===== src/design/tmr3_regs.svh =====
// Register addresses, control bit positions, reset values and counts
// of the triple timer/counter block.
// Assumes an 8-bit special function register space of the core.
`ifndef TMR3_REGS_SVH
`define TMR3_REGS_SVH

// Special function register addresses
`define TMR3_ADDR_A_LO 8'h8a
`define TMR3_ADDR_B_LO 8'h8b
`define TMR3_ADDR_A_HI 8'h8c
`define TMR3_ADDR_B_HI 8'h8d
`define TMR3_ADDR_C_CTRL 8'hc8
`define TMR3_ADDR_C_CAPREL_LO 8'hca
`define TMR3_ADDR_C_CAPREL_HI 8'hcb
`define TMR3_ADDR_C_LO 8'hcc
`define TMR3_ADDR_C_HI 8'hcd

// Timer C control bit positions
`define TMR3_C_OVF_BIT 7
`define TMR3_C_EXT_FLAG_BIT 6
`define TMR3_C_RX_CLK_BIT 5
`define TMR3_C_TX_CLK_BIT 4
`define TMR3_C_EXT_EN_BIT 3
`define TMR3_C_RUN_BIT 2
`define TMR3_C_CNT_SEL_BIT 1
`define TMR3_C_CAP_SEL_BIT 0

// Reset values
`define TMR3_C_CTRL_RESET 8'h00
`define TMR3_COUNT_RESET 8'h00
`define TMR3_UNMAPPED_READ 8'h00

// Timer A and B mode field codes
`define TMR3_MODE_PRESCALE 2'h0
`define TMR3_MODE_FULL16 2'h1
`define TMR3_MODE_RELOAD8 2'h2
`define TMR3_MODE_SPLIT 2'h3

// Machine cycle of twelve core clocks
`define TMR3_MC_LAST 4'hb

`endif


===== src/design/tmr3_pkg.sv =====
// Types shared by the triple timer/counter block.
// Assumes the constants of tmr3_regs.svh for all numeric values.
package tmr3_pkg;

  // Function of timer C as chosen by its control register
  typedef enum logic [1:0] {
    TMR3_C_OFF,
    TMR3_C_RELOAD,
    TMR3_C_CAPTURE,
    TMR3_C_BAUD
  } tmr3_c_func_t;

endpackage


===== src/design/tmr3_fall_detect.sv =====
// Falling edge detector for an external count or trigger pin.
// Assumes the pin is sampled on i_clk; one pulse per detected edge.
`timescale 1ns/100ps
`default_nettype none

module tmr3_fall_detect
(
  input wire logic i_clk,
  input wire logic i_reset,
  input wire logic i_pin,
  output logic o_fall
);

  logic sync_first;
  logic sync_second;
  logic last_level;

  // Two-stage sampling, then one more stage for the edge compare
  always_ff @(posedge i_clk)
  begin
    if (i_reset)
    begin
      sync_first <= 1'b1;
      sync_second <= 1'b1;
      last_level <= 1'b1;
    end
    else
    begin
      sync_first <= i_pin;
      sync_second <= sync_first;
      last_level <= sync_second;
    end
  end

  // High-to-low seen on the settled stages only
  assign o_fall = last_level & ~sync_second;

endmodule

`default_nettype wire


===== src/design/tmr3_timers.sv =====
// Three timer/counters of an 8052-style core: timers A, B and C.
// Assumes a core register port with single-cycle write strobes and
// mode, run and flag-clear controls of timers A and B from outside.
`timescale 1ns/100ps
`default_nettype none

`include "tmr3_regs.svh"

// Overview of operation
// - Prescaled mode: high byte plus five low bits
// - Prescaled rollover sets that timer's overflow flag
// - Count while run and (gate off or pin high)
// - Starting a timer leaves count bytes unchanged
// - Sixteen-bit mode counts whole pair, no prescaler
// - Auto-reload: low byte reloads from high byte
// - Timer B in mode three holds its count
// - Split mode: A high byte uses B controls
// - With A split, B mode three stops B
// - Timer C function chosen by run, clocks, capture
// - C reload mode: rollover flags and reloads
// - C reload: trigger falling edge reloads, flags
// - C capture: trigger edge copies count, flags
// - C capture: overflow flags without reloading
// - C overflow flag unless serial clocks chosen
// - Baud mode: external flag still settable
// - Clock selects route C or B overflows
// - External enable low ignores trigger pin
// - C counter select: pin or machine cycles
// - Serial clock use forces C auto-reload
// - C run bit starts and stops timer C
// - Mode field: prescale, 16-bit, reload8, split
// - A/B flags clear when service routine entered
// - A/B counter select: pin or machine cycles
module tmr3_timers
(
  input wire logic i_clk,
  input wire logic i_reset,
  input wire logic [7:0] i_sfr_addr,
  input wire logic i_sfr_wr,
  input wire logic [7:0] i_sfr_wdata,
  output logic [7:0] o_sfr_rdata,
  input wire logic [1:0] i_timer_a_mode,
  input wire logic i_timer_a_gate,
  input wire logic i_timer_a_counter_select,
  input wire logic i_timer_a_run,
  input wire logic i_timer_a_flag_clear,
  input wire logic [1:0] i_timer_b_mode,
  input wire logic i_timer_b_gate,
  input wire logic i_timer_b_counter_select,
  input wire logic i_timer_b_run,
  input wire logic i_timer_b_flag_clear,
  input wire logic i_ext_interrupt_pin_a,
  input wire logic i_ext_interrupt_pin_b,
  input wire logic i_timer_a_count_pin,
  input wire logic i_timer_b_count_pin,
  input wire logic i_timer_c_count_pin,
  input wire logic i_timer_c_trigger_pin,
  output logic o_timer_a_overflow_flag,
  output logic o_timer_b_overflow_flag,
  output logic o_timer_c_overflow_flag,
  output logic o_timer_c_external_flag,
  output logic o_serial_rx_clock_pulse,
  output logic o_serial_tx_clock_pulse
);

  logic [3:0] mc_count;
  logic mc_tick;
  logic a_pin_fall;
  logic b_pin_fall;
  logic c_pin_fall;
  logic c_trig_fall;
  logic [7:0] timer_a_count_low;
  logic [7:0] timer_a_count_high;
  logic [7:0] timer_b_count_low;
  logic [7:0] timer_b_count_high;
  logic [7:0] timer_c_count_low;
  logic [7:0] timer_c_count_high;
  logic [7:0] timer_c_capreload_low;
  logic [7:0] timer_c_capreload_high;
  logic [7:0] timer_c_control;
  logic [7:0] next_a_lo;
  logic [7:0] next_a_hi;
  logic [7:0] next_b_lo;
  logic [7:0] next_b_hi;
  logic [15:0] next_c_count;
  logic [15:0] next_c_caprel;
  logic a_split;
  logic a_inc;
  logic a_hi_inc;
  logic b_inc;
  logic c_inc;
  logic a_ovf;
  logic a_hi_ovf;
  logic b_ovf;
  logic c_ovf;
  logic c_trig;
  logic c_ext_set;
  logic c_baud;
  tmr3_pkg::tmr3_c_func_t c_func;

  // One step of a timer A/B register pair: {overflow, high, low}
  function automatic logic [16:0] ab_step(input logic [1:0] mode,
                                          input logic [7:0] hi,
                                          input logic [7:0] lo);
    logic [5:0] pre;
    logic [16:0] wide;
    logic [16:0] res;
    pre = {1'b0, lo[4:0]} + 6'h01;
    wide = {1'b0, hi, lo} + 17'h00001;
    res = {1'b0, hi, lo};
    case (mode)
      `TMR3_MODE_PRESCALE:
      begin
        // Upper three low bits are left as they are
        res[7:0] = {lo[7:5], pre[4:0]};
        res[15:8] = pre[5] ? hi + 8'h01 : hi;
        res[16] = (&hi) & (&lo[4:0]);
      end
      `TMR3_MODE_FULL16:
      begin
        res = wide;
      end
      `TMR3_MODE_RELOAD8:
      begin
        if (&lo)
        begin
          res = {1'b1, hi, hi};
        end
        else
        begin
          res[7:0] = lo + 8'h01;
        end
      end
      default:
      begin
        res = {1'b0, hi, lo};
      end
    endcase
    return res;
  endfunction

  // Machine cycle divider: one enable pulse every twelve clocks
  always_ff @(posedge i_clk)
  begin
    if (i_reset)
    begin
      mc_count <= 4'h0;
      mc_tick <= 1'b0;
    end
    else
    begin
      mc_count <= (mc_count == `TMR3_MC_LAST) ? 4'h0 : mc_count + 4'h1;
      mc_tick <= (mc_count == `TMR3_MC_LAST);
    end
  end

  // Edge detectors for the four external pins
  tmr3_fall_detect u_a_pin
  (
    .i_clk(i_clk),
    .i_reset(i_reset),
    .i_pin(i_timer_a_count_pin),
    .o_fall(a_pin_fall)
  );

  tmr3_fall_detect u_b_pin
  (
    .i_clk(i_clk),
    .i_reset(i_reset),
    .i_pin(i_timer_b_count_pin),
    .o_fall(b_pin_fall)
  );

  tmr3_fall_detect u_c_pin
  (
    .i_clk(i_clk),
    .i_reset(i_reset),
    .i_pin(i_timer_c_count_pin),
    .o_fall(c_pin_fall)
  );

  tmr3_fall_detect u_c_trig
  (
    .i_clk(i_clk),
    .i_reset(i_reset),
    .i_pin(i_timer_c_trigger_pin),
    .o_fall(c_trig_fall)
  );

  // Count enables of timers A and B
  always_comb
  begin
    a_split = (i_timer_a_mode == `TMR3_MODE_SPLIT);
    a_inc = i_timer_a_run & (~i_timer_a_gate | i_ext_interrupt_pin_a)
      & (i_timer_a_counter_select ? a_pin_fall : mc_tick);
    // Split high byte borrows B's run bit, machine cycles only
    a_hi_inc = a_split & i_timer_b_run & mc_tick;
    // With A split, B runs whenever it is out of its own mode three
    b_inc = (a_split ? 1'b1 : i_timer_b_run & (~i_timer_b_gate | i_ext_interrupt_pin_b))
      & (i_timer_b_mode != `TMR3_MODE_SPLIT)
      & (i_timer_b_counter_select ? b_pin_fall : mc_tick);
  end

  // Next values of timer A
  always_comb
  begin
    next_a_lo = timer_a_count_low;
    next_a_hi = timer_a_count_high;
    a_ovf = 1'b0;
    a_hi_ovf = 1'b0;
    if (a_split)
    begin
      if (a_inc)
      begin
        next_a_lo = timer_a_count_low + 8'h01;
        a_ovf = &timer_a_count_low;
      end
      if (a_hi_inc)
      begin
        next_a_hi = timer_a_count_high + 8'h01;
        a_hi_ovf = &timer_a_count_high;
      end
    end
    else if (a_inc)
    begin
      {a_ovf, next_a_hi, next_a_lo} = ab_step(i_timer_a_mode,
        timer_a_count_high, timer_a_count_low);
    end
  end

  // Next values of timer B; mode three never steps
  always_comb
  begin
    next_b_lo = timer_b_count_low;
    next_b_hi = timer_b_count_high;
    b_ovf = 1'b0;
    if (b_inc)
    begin
      {b_ovf, next_b_hi, next_b_lo} = ab_step(i_timer_b_mode,
        timer_b_count_high, timer_b_count_low);
    end
  end

  // Timer A count bytes; a software write beats a count step
  always_ff @(posedge i_clk)
  begin
    if (i_reset)
    begin
      timer_a_count_low <= `TMR3_COUNT_RESET;
      timer_a_count_high <= `TMR3_COUNT_RESET;
    end
    else
    begin
      // Run bit is only an enable, never a clear
      timer_a_count_low <= (i_sfr_wr && i_sfr_addr == `TMR3_ADDR_A_LO) ?
        i_sfr_wdata : next_a_lo;
      timer_a_count_high <= (i_sfr_wr && i_sfr_addr == `TMR3_ADDR_A_HI) ?
        i_sfr_wdata : next_a_hi;
    end
  end

  // Timer B count bytes
  always_ff @(posedge i_clk)
  begin
    if (i_reset)
    begin
      timer_b_count_low <= `TMR3_COUNT_RESET;
      timer_b_count_high <= `TMR3_COUNT_RESET;
    end
    else
    begin
      timer_b_count_low <= (i_sfr_wr && i_sfr_addr == `TMR3_ADDR_B_LO) ?
        i_sfr_wdata : next_b_lo;
      timer_b_count_high <= (i_sfr_wr && i_sfr_addr == `TMR3_ADDR_B_HI) ?
        i_sfr_wdata : next_b_hi;
    end
  end

  // Overflow flags of A and B; a set in the clearing cycle wins
  always_ff @(posedge i_clk)
  begin
    if (i_reset)
    begin
      o_timer_a_overflow_flag <= 1'b0;
      o_timer_b_overflow_flag <= 1'b0;
    end
    else
    begin
      o_timer_a_overflow_flag <= a_ovf | (o_timer_a_overflow_flag & ~i_timer_a_flag_clear);
      // Split A's high byte owns B's flag
      o_timer_b_overflow_flag <= (a_split ? a_hi_ovf : b_ovf)
        | (o_timer_b_overflow_flag & ~i_timer_b_flag_clear);
    end
  end

  // Timer C function decode
  always_comb
  begin
    c_baud = timer_c_control[`TMR3_C_RX_CLK_BIT] | timer_c_control[`TMR3_C_TX_CLK_BIT];
    if (!timer_c_control[`TMR3_C_RUN_BIT])
    begin
      c_func = tmr3_pkg::TMR3_C_OFF;
    end
    else if (c_baud)
    begin
      c_func = tmr3_pkg::TMR3_C_BAUD;
    end
    else if (timer_c_control[`TMR3_C_CAP_SEL_BIT])
    begin
      c_func = tmr3_pkg::TMR3_C_CAPTURE;
    end
    else
    begin
      c_func = tmr3_pkg::TMR3_C_RELOAD;
    end
  end

  // Timer C stepping, trigger handling and capture
  always_comb
  begin
    next_c_count = {timer_c_count_high, timer_c_count_low};
    next_c_caprel = {timer_c_capreload_high, timer_c_capreload_low};
    c_ovf = 1'b0;
    c_inc = (c_func != tmr3_pkg::TMR3_C_OFF)
      & (timer_c_control[`TMR3_C_CNT_SEL_BIT] ? c_pin_fall : mc_tick);
    // Trigger ignored unless enabled
    c_trig = timer_c_control[`TMR3_C_EXT_EN_BIT] & c_trig_fall;
    c_ext_set = c_trig;
    if (c_inc)
    begin
      if (&next_c_count)
      begin
        c_ovf = 1'b1;
        // Capture wraps to zero; reload and baud reload
        next_c_count = (c_func == tmr3_pkg::TMR3_C_CAPTURE) ? 16'h0000
          : next_c_caprel;
      end
      else
      begin
        next_c_count = next_c_count + 16'h0001;
      end
    end
    // Trigger acts on the count only while serial clocks are off
    if (c_trig && !c_baud)
    begin
      if (timer_c_control[`TMR3_C_CAP_SEL_BIT])
      begin
        next_c_caprel = {timer_c_count_high, timer_c_count_low};
      end
      else
      begin
        next_c_count = {timer_c_capreload_high, timer_c_capreload_low};
      end
    end
  end

  // Timer C count and capture/reload bytes; writes have priority
  always_ff @(posedge i_clk)
  begin
    if (i_reset)
    begin
      timer_c_count_low <= `TMR3_COUNT_RESET;
      timer_c_count_high <= `TMR3_COUNT_RESET;
      timer_c_capreload_low <= `TMR3_COUNT_RESET;
      timer_c_capreload_high <= `TMR3_COUNT_RESET;
    end
    else
    begin
      timer_c_count_low <= (i_sfr_wr && i_sfr_addr == `TMR3_ADDR_C_LO) ?
        i_sfr_wdata : next_c_count[7:0];
      timer_c_count_high <= (i_sfr_wr && i_sfr_addr == `TMR3_ADDR_C_HI) ?
        i_sfr_wdata : next_c_count[15:8];
      timer_c_capreload_low <= (i_sfr_wr && i_sfr_addr == `TMR3_ADDR_C_CAPREL_LO) ?
        i_sfr_wdata : next_c_caprel[7:0];
      timer_c_capreload_high <= (i_sfr_wr && i_sfr_addr == `TMR3_ADDR_C_CAPREL_HI) ?
        i_sfr_wdata : next_c_caprel[15:8];
    end
  end

  // Timer C control register; flags are sticky, set beats a clear
  always_ff @(posedge i_clk)
  begin
    if (i_reset)
    begin
      timer_c_control <= `TMR3_C_CTRL_RESET;
    end
    else
    begin
      if (i_sfr_wr && i_sfr_addr == `TMR3_ADDR_C_CTRL)
      begin
        timer_c_control <= i_sfr_wdata;
      end
      if (c_ovf && !c_baud)
      begin
        timer_c_control[`TMR3_C_OVF_BIT] <= 1'b1;
      end
      if (c_ext_set)
      begin
        timer_c_control[`TMR3_C_EXT_FLAG_BIT] <= 1'b1;
      end
    end
  end

  // Flag outputs follow the control register one cycle later
  always_ff @(posedge i_clk)
  begin
    if (i_reset)
    begin
      o_timer_c_overflow_flag <= 1'b0;
      o_timer_c_external_flag <= 1'b0;
    end
    else
    begin
      o_timer_c_overflow_flag <= timer_c_control[`TMR3_C_OVF_BIT];
      o_timer_c_external_flag <= timer_c_control[`TMR3_C_EXT_FLAG_BIT];
    end
  end

  // Serial clock sources; B still overflows while A is split
  always_ff @(posedge i_clk)
  begin
    if (i_reset)
    begin
      o_serial_rx_clock_pulse <= 1'b0;
      o_serial_tx_clock_pulse <= 1'b0;
    end
    else
    begin
      o_serial_rx_clock_pulse <= timer_c_control[`TMR3_C_RX_CLK_BIT] ? c_ovf : b_ovf;
      o_serial_tx_clock_pulse <= timer_c_control[`TMR3_C_TX_CLK_BIT] ? c_ovf : b_ovf;
    end
  end

  // Read data registered one cycle after the address
  always_ff @(posedge i_clk)
  begin
    if (i_reset)
    begin
      o_sfr_rdata <= `TMR3_UNMAPPED_READ;
    end
    else if (i_sfr_addr == `TMR3_ADDR_A_LO)
    begin
      o_sfr_rdata <= timer_a_count_low;
    end
    else if (i_sfr_addr == `TMR3_ADDR_A_HI)
    begin
      o_sfr_rdata <= timer_a_count_high;
    end
    else if (i_sfr_addr == `TMR3_ADDR_B_LO)
    begin
      o_sfr_rdata <= timer_b_count_low;
    end
    else if (i_sfr_addr == `TMR3_ADDR_B_HI)
    begin
      o_sfr_rdata <= timer_b_count_high;
    end
    else if (i_sfr_addr == `TMR3_ADDR_C_CTRL)
    begin
      o_sfr_rdata <= timer_c_control;
    end
    else if (i_sfr_addr == `TMR3_ADDR_C_CAPREL_LO)
    begin
      o_sfr_rdata <= timer_c_capreload_low;
    end
    else if (i_sfr_addr == `TMR3_ADDR_C_CAPREL_HI)
    begin
      o_sfr_rdata <= timer_c_capreload_high;
    end
    else if (i_sfr_addr == `TMR3_ADDR_C_LO)
    begin
      o_sfr_rdata <= timer_c_count_low;
    end
    else if (i_sfr_addr == `TMR3_ADDR_C_HI)
    begin
      o_sfr_rdata <= timer_c_count_high;
    end
    else
    begin
      // Unmapped addresses read as zero
      o_sfr_rdata <= `TMR3_UNMAPPED_READ;
    end
  end

endmodule

`default_nettype wire

===== config.mk =====
export PLATFORM = sky130hd
export DESIGN_NAME = tmr3_timers
export DESIGN_NICKNAME = d
export VERILOG_FILES = /design/src/design/tmr3_pkg.sv /design/src/design/tmr3_fall_detect.sv /design/src/design/tmr3_timers.sv
export VERILOG_INCLUDE_DIRS = /design/src /design/src/design
export SDC_FILE = /design/constraint.sdc
export NUM_CORES = 1
export LEC_CHECK = 0
export BUFFER_PORTS_ARGS = -buffer_cell sky130_fd_sc_hd__clkbuf_2
export CAP_MARGIN = 5
export CELL_PAD_IN_SITES_DETAIL_PLACEMENT = 1
export CELL_PAD_IN_SITES_GLOBAL_PLACEMENT = 2
export CORE_AREA = 2 2 162 196
export DETAILED_ROUTE_END_ITERATION = 12
export DIE_AREA = 0 0 164 198
export GPL_TIMING_DRIVEN = 0
export PLACE_DENSITY_LB_ADDON = 0.1
export SYNTH_ARGS = -nofsm -noshare
export SYNTH_HDL_FRONTEND = slang
export SYNTH_HIERARCHICAL = 1
export SYNTH_SLANG_ARGS = --single-unit

===== constraint.sdc =====
create_clock -name i_clk -period 2.4 [get_ports i_clk]
set_clock_uncertainty 0.1 [all_clocks]
set_input_delay 0.12 -clock i_clk [delete_from_list [all_inputs] [get_ports i_clk]]
set_output_delay 0.12 -clock i_clk [all_outputs]
set_load 0.02 [all_outputs]

### Word-level counts from Yosys, hierarchy flattened

Cells that the tools add are included.

| storage, ports and cells | value |
|---|---|
| flip-flop bits (word level) | 103 |
| output and inout bits | 14 |

| cells by class | value |
|---|---|
| reduce and logical (&&, ||, !) cells | 47 |
| equal/unequal tests | 24 |
| bitwise gates (word level) | 30 |
| add/subtract/negate cells | 10 |
| mux-type cells | 60 |

Operators by type and width:

| kind | number |
|---|---|
| 8-bit two-way mux | 30 |
| 16-bit two-way mux | 7 |
| 17-bit one-hot mux with 3 select lines | 2 |
| 8-bit equality test (second input constant) | 9 |
| 16-bit by 1-bit adder with 17-bit output (second input constant) | 2 |
| 8-bit by 1-bit adder with 8-bit output (second input constant) | 4 |
| 8-bit AND reduction | 4 |
| 2-bit nonzero test | 10 |
| 9-bit two-way mux | 2 |
| 1-bit bitwise AND | 17 |
| 16-bit by 1-bit adder with 16-bit output (second input constant) | 1 |
| 1-bit two-way mux | 16 |
| 16-bit AND reduction | 1 |
| 5-bit AND reduction | 3 |
| 5-bit by 1-bit adder with 6-bit output (second input constant) | 2 |
| 4-bit nonzero test | 3 |
| 1-bit logical AND | 11 |
| 3-bit != test (second input constant) | 3 |
| 3-bit nonzero test | 3 |
| 2-bit equality test (second input constant) | 4 |
| 1-bit inverter | 8 |
| 2-bit AND reduction | 4 |
| 2-bit two-way mux | 3 |
| 2-bit != test (second input constant) | 3 |
| other kinds (12) | 19 |

### Depth between registers and ports, before layout

Gate-level depths: netlist of the first run.

| logic depth | value |
|---|---|
| depth in word-level cells | 10 |
| mapped depth | 9 |
| gate-level depth less buffers | 9 |

### Cells and area by module

The synthesis of the first run kept the hierarchy.

By module, submodules not included:

| module | area an instance (µm²) | cells each | times used |
|---|---|---|---|
| tmr3_timers | 6586.3 | 827 | 1 |
| tmr3_fall_detect | 85.1 | 7 | 4 |

### Worst setup path after synthesis of the first run

OpenSTA, ideal clock, no wires.

| path | value |
|---|---|
| path type | register to register |
| start point | register timer_c_count_low[1] |
| end point | register timer_c_count_low[5] |
| cell stages (with the launch flop) | 7 |
| path slack | 0.173 ns |
| data required time | 2.209 ns |
| period minus slack after synthesis | 2.227 ns |
| arrival | 2.036 ns |
| path buffers | 0 |
| cell sequence | dfxtp_1 -> ha_1 -> nand4_1 -> nor4_4 -> mux2_2 -> a211o_1 -> a311oi_1 |

| on the way | value |
|---|---|
| word-level cells in the longest chain between the ends | 6 |
| elaborated cells on any way between the ends | 7 |
| classes of those cells | 1 x add/sub; 5 x mux; 1 x reduce/logical |

RTL lines:

| what | line | source |
|---|---|---|
| start: declaration | tmr3_timers.sv:76 | `logic [7:0] timer_c_count_low;` |
| start signal: assignment | tmr3_timers.sv:362 | `` timer_c_count_low <= `TMR3_COUNT_RESET; `` |
| start signal: assignment | tmr3_timers.sv:369 | `` timer_c_count_low <= (i_sfr_wr && i_sfr_addr == `TMR3_ADDR_C_LO) ? `` |
| 16-bit by 1-bit adder with 16-bit output or 16-bit AND reduction (tied branches) | tmr3_timers.sv:340, tmr3_timers.sv:331 |  |
| 16-bit two-way mux * | tmr3_timers.sv:331 | `if (&next_c_count)` |
| 16-bit two-way mux * | tmr3_timers.sv:329 | `if (c_inc)` |
| 16-bit two-way mux | tmr3_timers.sv:346 | `` if (timer_c_control[`TMR3_C_CAP_SEL_BIT]) `` |
| 16-bit two-way mux * | tmr3_timers.sv:344 | `if (c_trig && !c_baud)` |
| 8-bit two-way mux * | tmr3_timers.sv:369 |  |

Every way passes the cells marked *; elsewhere a longest branch is shown, timed or not.
A chain may end at the register's enable or synchronous reset.

### Worst setup path after layout of the first run

| path | value |
|---|---|
| start point | register mc_tick |
| end point | register timer_a_count_high[7] |

| on the way | value |
|---|---|
| word-level cells in the longest chain between the ends | 4 |
| elaborated cells on any way between the ends | 6 |
| classes of those cells | 1 x eq/ne; 1 x mux; 2 x bitwise; 2 x reduce/logical |

RTL lines:

| what | line | source |
|---|---|---|
| start: declaration | tmr3_timers.sv:67 | `logic mc_tick;` |
| start signal: assignment | tmr3_timers.sv:153 | `` mc_tick <= (mc_count == `TMR3_MC_LAST); `` |
| 1-bit two-way mux | tmr3_timers.sv:195 | `& (i_timer_a_counter_select ? a_pin_fall : mc_tick);` |
| 1-bit bitwise AND | tmr3_timers.sv:195 |  |
| 3-bit nonzero test (no source line) | - |  |
| 5-bit AND reduction (no source line) * | - |  |
| end signal: assignment | tmr3_timers.sv:250 | `` timer_a_count_high <= `TMR3_COUNT_RESET; `` |
| end signal: assignment | tmr3_timers.sv:257 | `` timer_a_count_high <= (i_sfr_wr && i_sfr_addr == `TMR3_ADDR_A_HI) ? `` |
| end: declaration | tmr3_timers.sv:73 | `logic [7:0] timer_a_count_high;` |

Marked as above.

==> run metrics, run 1 <==
status=completed; final cell count without fillers=1,322; syn avg cell area=8.10 um^2; most frequent cells in the layout=dfxtp_1 (96), nor2_1 (94), nand2_1 (61); Main synth FF type=dfxtp_1; IO Pins=51; # Max-Cap Violations=0; Synth-to-Final Area Change=17.1%; CP startpoint=mc_tick$_SDFF_PP0_; unrepaired setup endpoints after global routing=true; WP data arrival=2.49 ns; commonest non-fill, non-tap cell in the layout=dfxtp_1; Critical Path Fanout Max=8; Slew headroom=0.252; FFs w/ async S/R, synth=0; post-DR vias/cell=5.41; I/O Buffers=40; Tmin final=2.32 ns; largest family of logic cells by synthesized area=compound AO/OA/AOI/OAI gates; placed cell count=1,296; Yosys cell types=89; crit start category=register; row count=71; #FFs+latches synth=103; Syn Std Cell Area=6930 um^2; TritonCTS Sinks=103; Final HPWL DP=25,100 um; Compound-Gate Fraction of Synth Area=0.276; worst hold slack=0.0630 ns; Crit Path Category=reg -> reg; nets@finish=966; final hold violations=0; Post-DRT Antenna Nets=0; XOR/XNOR Fraction of Synth Area=0.0190; clk buf depth=2; fin. max-slew vios=0; CTS Buf Count=9; Cells after Synth=855; WL final=33,600 um; Die W=164 um; core area=30,800 um^2; initial antenna violation count=0; crit share post-route=0.968; Residual DRC=0; Overflow after GRT=0; Clock H-tree levels=3; final setup violating endpoints=0; dpl cell area=7630 um^2; GP Congestion=0.812; post-synthesis mux area share=0.0569; first-pass GRT wire length=49,800 um; Post-Layout Inst Area=8110 um^2; syn nets=905; detailed-route via count=7,158; Hold Path Class=in -> reg; Critical R2R Launch=mc_tick$_SDFF_PP0_; pwr/cell area=478 nW/um^2; Crit path required time=2.57 ns; die area=32,500 um^2; Simple-Gate Fraction of Synth Area=0.268; CP endpoint kind=register; worst r2r dst=timer_a_count_high[7]$_SDFFE_PP0P_; Hold Path Cell Cnt=2; final design utilization=0.263; Antenna diodes=0; vias in the first global route=7,300; Starting Density=0.225; Routed wire per std cell=25.4 um; P_leak=0.00287 uW; part of the Yosys area used for sequential elements=0.298; Starting DRT DRC Count=567; Worst-path clk slew=0.09 ns; CP Capture Point=timer_a_count_high[7]$_SDFFE_PP0P_; number of enable flip-flop cells after synthesis=0; Die Span Y=198 um; r2r setup slk=0.08 ns; Slew @ Worst Pin=1.12 ns; share of layout cells above drive strength 1=0.162; R2R cell count=4; clock tree from TritonCTS=yes; largest net degree at the start of global routing=21; VDD IR-drop max=0.000410 V; fraction of the mapped netlist area in adder cells=0.0235; drt pass-1 iters=8; YS warnings=6; clk_lat worst skew=0.37 ns; Tot GR Track Use=0.211; f_max=430 MHz; clock root buffer=clkbuf_16
## worst min path at each step
stage	endpoint	slack [ns]	startpoint
finish	u_c_pin/sync_second$_SDFF_PP1_	0.06	i_reset
floorplan	u_a_pin/last_level$_SDFF_PP1_	0.12	i_reset
CTS	u_c_pin/sync_second$_SDFF_PP1_	0.07	i_reset
global placement	u_a_pin/sync_first$_SDFF_PP1_	0.20	i_timer_a_count_pin
global route	u_c_pin/sync_second$_SDFF_PP1_	0.08	i_reset
detailed placement	u_c_pin/sync_first$_SDFF_PP1_	0.20	i_timer_c_count_pin
## final cells by class
type	instances	area (um^2)
Fill cell	3664	22700
Multi-Input combinational cell	657	4480
Sequential cell	103	2070
Tap cell	401	502
Buffer	73	335
Timing Repair Buffer	52	318
Clock buffer	9	225
Clock inverter	7	97.6
Inverter	20	77.6
## registers in the layout, indices dropped and copies added, names as in the netlist, 4 cells and up
register and count:
mc_count 4, o_sfr_rdata 8, timer_a_count_high 8, timer_a_count_low 8
timer_b_count_high 8, timer_b_count_low 8, timer_c_capreload_high 8, timer_c_capreload_low 8
timer_c_control 8, timer_c_count_high 8, timer_c_count_low 8
## kinds of logic after synthesis
| kind of cell | after synthesis |
|---|---|
| compound gates | 250 |
| xor+xnor | 15 |
| mux | 38 |
| buf+inv | 95 |
| simple gates | 341 |
| fa+ha+maj | 13 |
| flops | 103 |
## power by group
part / switching (uW) / internal, uW / total (uW)
logic: 284 / 128 / 412
clock network: 859 / 847 / 1710
registers: 26.8 / 1730 / 1760
## per-stage QoR
| stage | power (uW) | worst slack (ns) | setup TNS, ns |
|---|---|---|---|
| after detailed placement | 2210 | -0.512 | -3.74 |
| after CTS | 3950 | 0.0153 | 0 |
| final | 3880 | 0.0762 | 0 |
| after global routing | 4030 | -0.00532 | -0.00532 |
| after global placement | 2210 | -0.550 | -3.83 |
| after floorplan | 2020 | 0.173 | 0 |
## cell usage after synthesis (all sizes together), types with 9 or more instances
library cell,instances,area share
dfxtp,103,0.30
nor2,96,0.053
nand2,61,0.033
clkbuf,43,0.023
a211oi,37,0.040
o21ai,35,0.026
nand3,33,0.025
buf,32,0.025
mux2i,27,0.039
a21oi,26,0.019
nor3,21,0.016
inv,19,0.010
nand4,18,0.018
a221oi,16,0.020
nand2b,16,0.014
and3,15,0.014
a31oi,14,0.013
o22ai,14,0.013
ha,13,0.023
nor2b,13,0.012
nor4,13,0.016
or2,13,0.012
a2111oi,12,0.015
mux2,11,0.018
o221a,10,0.016
and4,9,0.011
## worst max-delay path, cell delays in order, from the launching register on
cell,delay (ns)
dfxtp_2,0.43
o2111ai_1,0.77
o31a_1,0.36
nand2_1,0.23
o221a_2,0.33
## layer usage
metal	vias up	track usage	part of all wire
met4	0	0.108	0.049
met3	59	0.0262	0.032
met1	3573	0.260	0.43
li1	3379	-	-
met2	147	0.359	0.49
met5	-	0	0
## timing repair
item	CTS	global route
pin swaps	3	3
resized for setup	5	17
hold endpoints to repair	6	0
buffers inserted	4	2
setup endpoints to repair	25	29
hold buffers	6	0
Power figures use the tool's default switching activity.
==> inputs of run 2 (changes only) <==
--- a/config.mk
+++ b/config.mk
@@ -15,6 +15,7 @@
 export DIE_AREA = 0 0 164 198
 export GPL_TIMING_DRIVEN = 0
 export PLACE_DENSITY_LB_ADDON = 0.1
+export REMOVE_ABC_BUFFERS = 1
 export SYNTH_ARGS = -nofsm -noshare
 export SYNTH_HDL_FRONTEND = slang
 export SYNTH_HIERARCHICAL = 1
==> run metrics, run 2 (synthesis gave the netlist of run 1 again) <==
vias in the first global route=7,040; final cell count without fillers=1,263; Hold Path Class=in -> reg; Fill cells=3,618; Die Span Y=198 um; Critical Path Fanout Max=10; clk buf depth=2; Starting DRT DRC Count=430; Post-Layout Inst Area=7910 um^2; final design utilization=0.256; sequential share of power=0.453; Starting Density=0.225; CP max stage cell=dfxtp_2; WP data arrival=2.52 ns; VDD IR-drop max=0.000305 V; clk_lat worst skew=0.37 ns; CP cell instances=ha_2 > nand4_1 > nor4_4 > mux2_2 > a211o_1 > a311oi_1; final setup violating endpoints=0; Slew headroom=0.164; core area=30,800 um^2; first-pass GRT wire length=45,800 um; I/O Buffers=50; sw power=1100 uW; CP max stage delay=0.45 ns; Clk network pwr share=0.451; CP bufs+invs=0; TritonCTS Sinks=103; switching share of power=0.282; Crit path required time=2.59 ns; post-DR vias/cell=5.45; die area=32,500 um^2; Post-DRT Antenna Nets=0; cell family with most CP delay=simple AND/OR/NAND/NOR gates; Internal Power=2800 uW; status=completed; Worst-path clk slew=0.08 ns; final hold violations=0; commonest non-fill, non-tap cell in the layout=dfxtp_1; Tot GR Track Use=0.190; most frequent cells in the layout=dfxtp_1 (98), nor2_1 (93), nand2_1 (61); initial antenna violation count=0; row count=71; Synth-to-Final Area Change=14.1%; Die W=164 um; largest net degree at the start of global routing=64; detailed-route via count=6,881; drt pass-1 iters=7; crit start category=register; CTS Buf Count=9; clock root buffer=clkbuf_16; placed cell count=1,233; Clock H-tree levels=3; Crit Path Category=reg -> reg; IO Pins=51; Comb power frac=0.096; share of layout cells above drive strength 1=0.156; nets@finish=906; clock tree from TritonCTS=yes; P_leak=0.00275 uW; dpl cell area=7390 um^2; GP Congestion=0.818; Tmin final=2.33 ns; unrepaired setup endpoints after global routing=false; Slew @ Worst Pin=1.25 ns; CP endpoint kind=register; Final HPWL DP=21,800 um; Overflow after GRT=0; setup TNS=0 ns; # Max-Cap Violations=0; Residual DRC=0; Routed wire per std cell=24.0 um; fin. max-slew vios=0; f_max=430 MHz; WL final=30,400 um; pwr/cell area=493 nW/um^2; crit share post-route=0.970
-- run 2: cell count changes in the layout (fill, tap and decap cells not counted), sizes merged --
cell and delta:
buf -28, bufinv +1, clkbuf -32, clkinv -1, diode +1
-- run 2: layout make-up --
type | count | area [um^2] | share of cell area
repair buffers | 65 | 420 | 0.0532
clock buffers | 9 | 225 | 0.0285
flip-flops and latches | 103 | 2070 | 0.262
diodes | 1 | 2.50 | 0.000317
inverters | 20 | 76.3 | 0.00965
well taps | 401 | 502 | 0.0635
clock inverters | 7 | 109 | 0.0138
multi-input cells | 657 | 4500 | 0.570
-- run 2: what timing repair did --
item                                    CTS  global route
setup buffers                             4             3
pin swaps                                 3             3
hold buffers                              6             0
resized for setup                         6            14
hold endpoints to repair                  6             0
endpoints found under the setup margin   24            31
-- run 2: worst reg2reg max path: stages (launching register included) --
cell and delay, ns:
dfxtp_2 0.45, ha_2 0.26, nand4_1 0.22, nor4_4 0.31, mux2_2 0.38, a211o_1 0.29
a311oi_1 0.24
-- run 2: layer usage --
| metal | track usage | wire (um) |
|---|---|---|
| met1 | 0.242 | 13700 |
| met2 | 0.332 | 15100 |
| met3 | 0.0270 | 948 |
| met4 | 0.0517 | 611 |
| met5 | 0 | 0 |
-- run 2: worst paths after layout --
kind	from	endpoint	slack, ns	cells after the start
hold / removal	i_reset	mc_count[2]$_SDFF_PP0_	0.13	2
setup reg to reg	timer_c_count_low[0]$_SDFF_PP0_	timer_c_count_low[5]$_SDFF_PP0_	0.07	6
hold reg to reg	u_a_pin/sync_first$_SDFF_PP1_	u_a_pin/sync_second$_SDFF_PP1_	0.31	1
setup / recovery	timer_c_count_low[0]$_SDFF_PP0_	timer_c_count_low[5]$_SDFF_PP0_	0.07	6
-- run 2: power by group through the flow --
stage | sequential, uW | clock, uW | combinational, uW
after detailed placement | 1810 | 0 | 370
final | 1770 | 1760 | 375
after CTS | 1770 | 1810 | 380
after global routing | 1770 | 1880 | 417
after global placement | 1810 | 0 | 357
after floorplan | 1790 | 0 | 171
-- run 2: metrics by stage --
step,hold slack (ns),total power (uW),setup WS [ns]
finish,0.129,3900,0.0719
global route,0.155,4070,0.00631
floorplan,0.0879,1960,0.115
CTS,0.123,3960,0.00629
global placement,0.198,2160,-1.62
detailed placement,0.202,2180,-0.528
==> inputs of run 3 (changes only) <==
--- a/config.mk
+++ b/config.mk
@@ -15,7 +15,6 @@
 export DIE_AREA = 0 0 164 198
 export GPL_TIMING_DRIVEN = 0
 export PLACE_DENSITY_LB_ADDON = 0.1
-export REMOVE_ABC_BUFFERS = 1
 export SYNTH_ARGS = -nofsm -noshare
 export SYNTH_HDL_FRONTEND = slang
 export SYNTH_HIERARCHICAL = 1
==> constraint.sdc (replaced) <==
create_clock -name i_clk -period 2 [get_ports i_clk]
set_clock_uncertainty 0.1 [all_clocks]
set_input_delay 0.1 -clock i_clk [delete_from_list [all_inputs] [get_ports i_clk]]
set_output_delay 0.1 -clock i_clk [all_outputs]
set_load 0.02 [all_outputs]
==> run metrics, run 3 (synthesis gave the netlist of run 1 again) <==
Post-Layout Inst Area=8950 um^2; final setup margin=-0.135 ns; Die W=164 um; placed cell count=1,296; violated checks=setup timing; most frequent cells in the layout=nor2_1 (90), dfxtp_1 (65), nand2_1 (58); final cell count without fillers=1,356; commonest non-fill, non-tap cell in the layout=nor2_1; final hold violations=0; Hold Path Class=in -> reg; Antenna diodes=0; crit share post-route=1.07; Critical Path Fanout Max=4; Tmin final=2.13 ns; GP Congestion=0.770; first-pass GRT wire length=51,000 um; Routed wire per std cell=25.2 um; CP endpoint kind=register; Tot GR Track Use=0.215; Worst-path clk slew=0.09 ns; Starting Density=0.225; unrepaired setup endpoints after global routing=true; Slew @ Worst Pin=1.12 ns; TritonCTS Sinks=103; clk_lat worst skew=0.38 ns; largest net degree at the start of global routing=23; initial antenna violation count=0; # Max-Cap Violations=0; Final HPWL DP=25,000 um; IO Pins=51; final setup violating endpoints=4; Crit path required time=2.13 ns; final design utilization=0.290; Residual DRC=0; WP data arrival=2.26 ns; nets@finish=1,000; I/O Buffers=40; post-DR vias/cell=5.40; VDD IR-drop max=0.000351 V; Post-DRT Antenna Nets=0; clock root buffer=clkbuf_16; Clock H-tree levels=3; Die Span Y=198 um; die area=32,500 um^2; P_leak=0.00320 uW; WL final=34,100 um; row count=71; Overflow after GRT=0; pwr/cell area=514 nW/um^2; drt pass-1 iters=8; share of layout cells above drive strength 1=0.287; Starting DRT DRC Count=477; Slew headroom=0.253; clk buf depth=2; status=finished with violations; core area=30,800 um^2; clock tree from TritonCTS=yes; fin. max-slew vios=0; Synth-to-Final Area Change=29.2%; f_max=468 MHz; Crit Path Category=reg -> reg; dpl cell area=7660 um^2; crit start category=register; vias in the first global route=7,572; CTS Buf Count=9; detailed-route via count=7,322
run 3: routing by layer:
metal / track usage / routed length [um] / vias up
li1: - / - / 3448
met1: 0.266 / 14800 / 3675
met2: 0.380 / 17300 / 152
met3: 0.0226 / 866 / 47
met4: 0.0802 / 1150 / 0
met5: 0 / 0 / -
run 3: worst paths after layout:
check,startpoint,endpoint,slack [ns],cells past startpoint
worst max-delay path,timer_c_count_low[1]$_SDFF_PP0_,timer_c_count_high[4]$_SDFF_PP0_,-0.13,7
worst min register to register,u_c_trig/sync_first$_SDFF_PP1_,u_c_trig/sync_second$_SDFF_PP1_,0.31,1
worst max register to register,timer_c_count_low[1]$_SDFF_PP0_,timer_c_count_high[4]$_SDFF_PP0_,-0.13,7
worst min-delay path,i_reset,u_b_pin/sync_second$_SDFF_PP1_,0.01,2
run 3: final cells by class:
cell class | count | area, um^2
plain buffers | 70 | 394
clock buffers | 9 | 225
clock inverters | 7 | 88.8
fillers | 3618 | 21900
inverters | 20 | 80.1
multi-input cells | 657 | 4900
flip-flops and latches | 103 | 2140
well taps | 401 | 502
repair buffers | 89 | 616
run 3: critical path, cell delays in order, from the launching register on:
cell and delay, ns:
dfxtp_4 0.37, ha_4 0.16, nand4_1 0.20, buf_4 0.21, or4_4 0.44, and3_1 0.21, a211oi_2 0.20, a211oi_1 0.10
run 3: timing repair:
item / CTS / global route
hold buffers: 6 / 0
endpoints found under the setup margin: 55 / 60
endpoints found under the hold margin: 6 / 0
gates resized for setup: 94 / 77
pin swaps: 20 / 25
buffers inserted: 23 / 21
run 3: metrics by stage:
stage	setup TNS (ns)	power (uW)	setup WS [ns]	hold WS (ns)
2_1_floorplan	-0.0226	2420	-0.0226	0.0971
3_3_place_gp	-23.14	2650	-0.637	0.180
3_5_place_dp	-22.59	2650	-0.632	0.187
4_1_cts	-0.361	4670	-0.124	0.0140
5_1_grt	-1.02	4800	-0.245	0.0494
6_report	-0.360	4600	-0.135	0.0148
run 3: report_power, final:
| group | internal [uW] | leakage (uW) | switching (uW) |
|---|---|---|---|
| logic | 171 | 0.00219 | 358 |
| clock network | 915 | 0.000153 | 1060 |
| registers | 2070 | 0.000856 | 36.0 |
| total | 3150 | 0.00320 | 1450 |
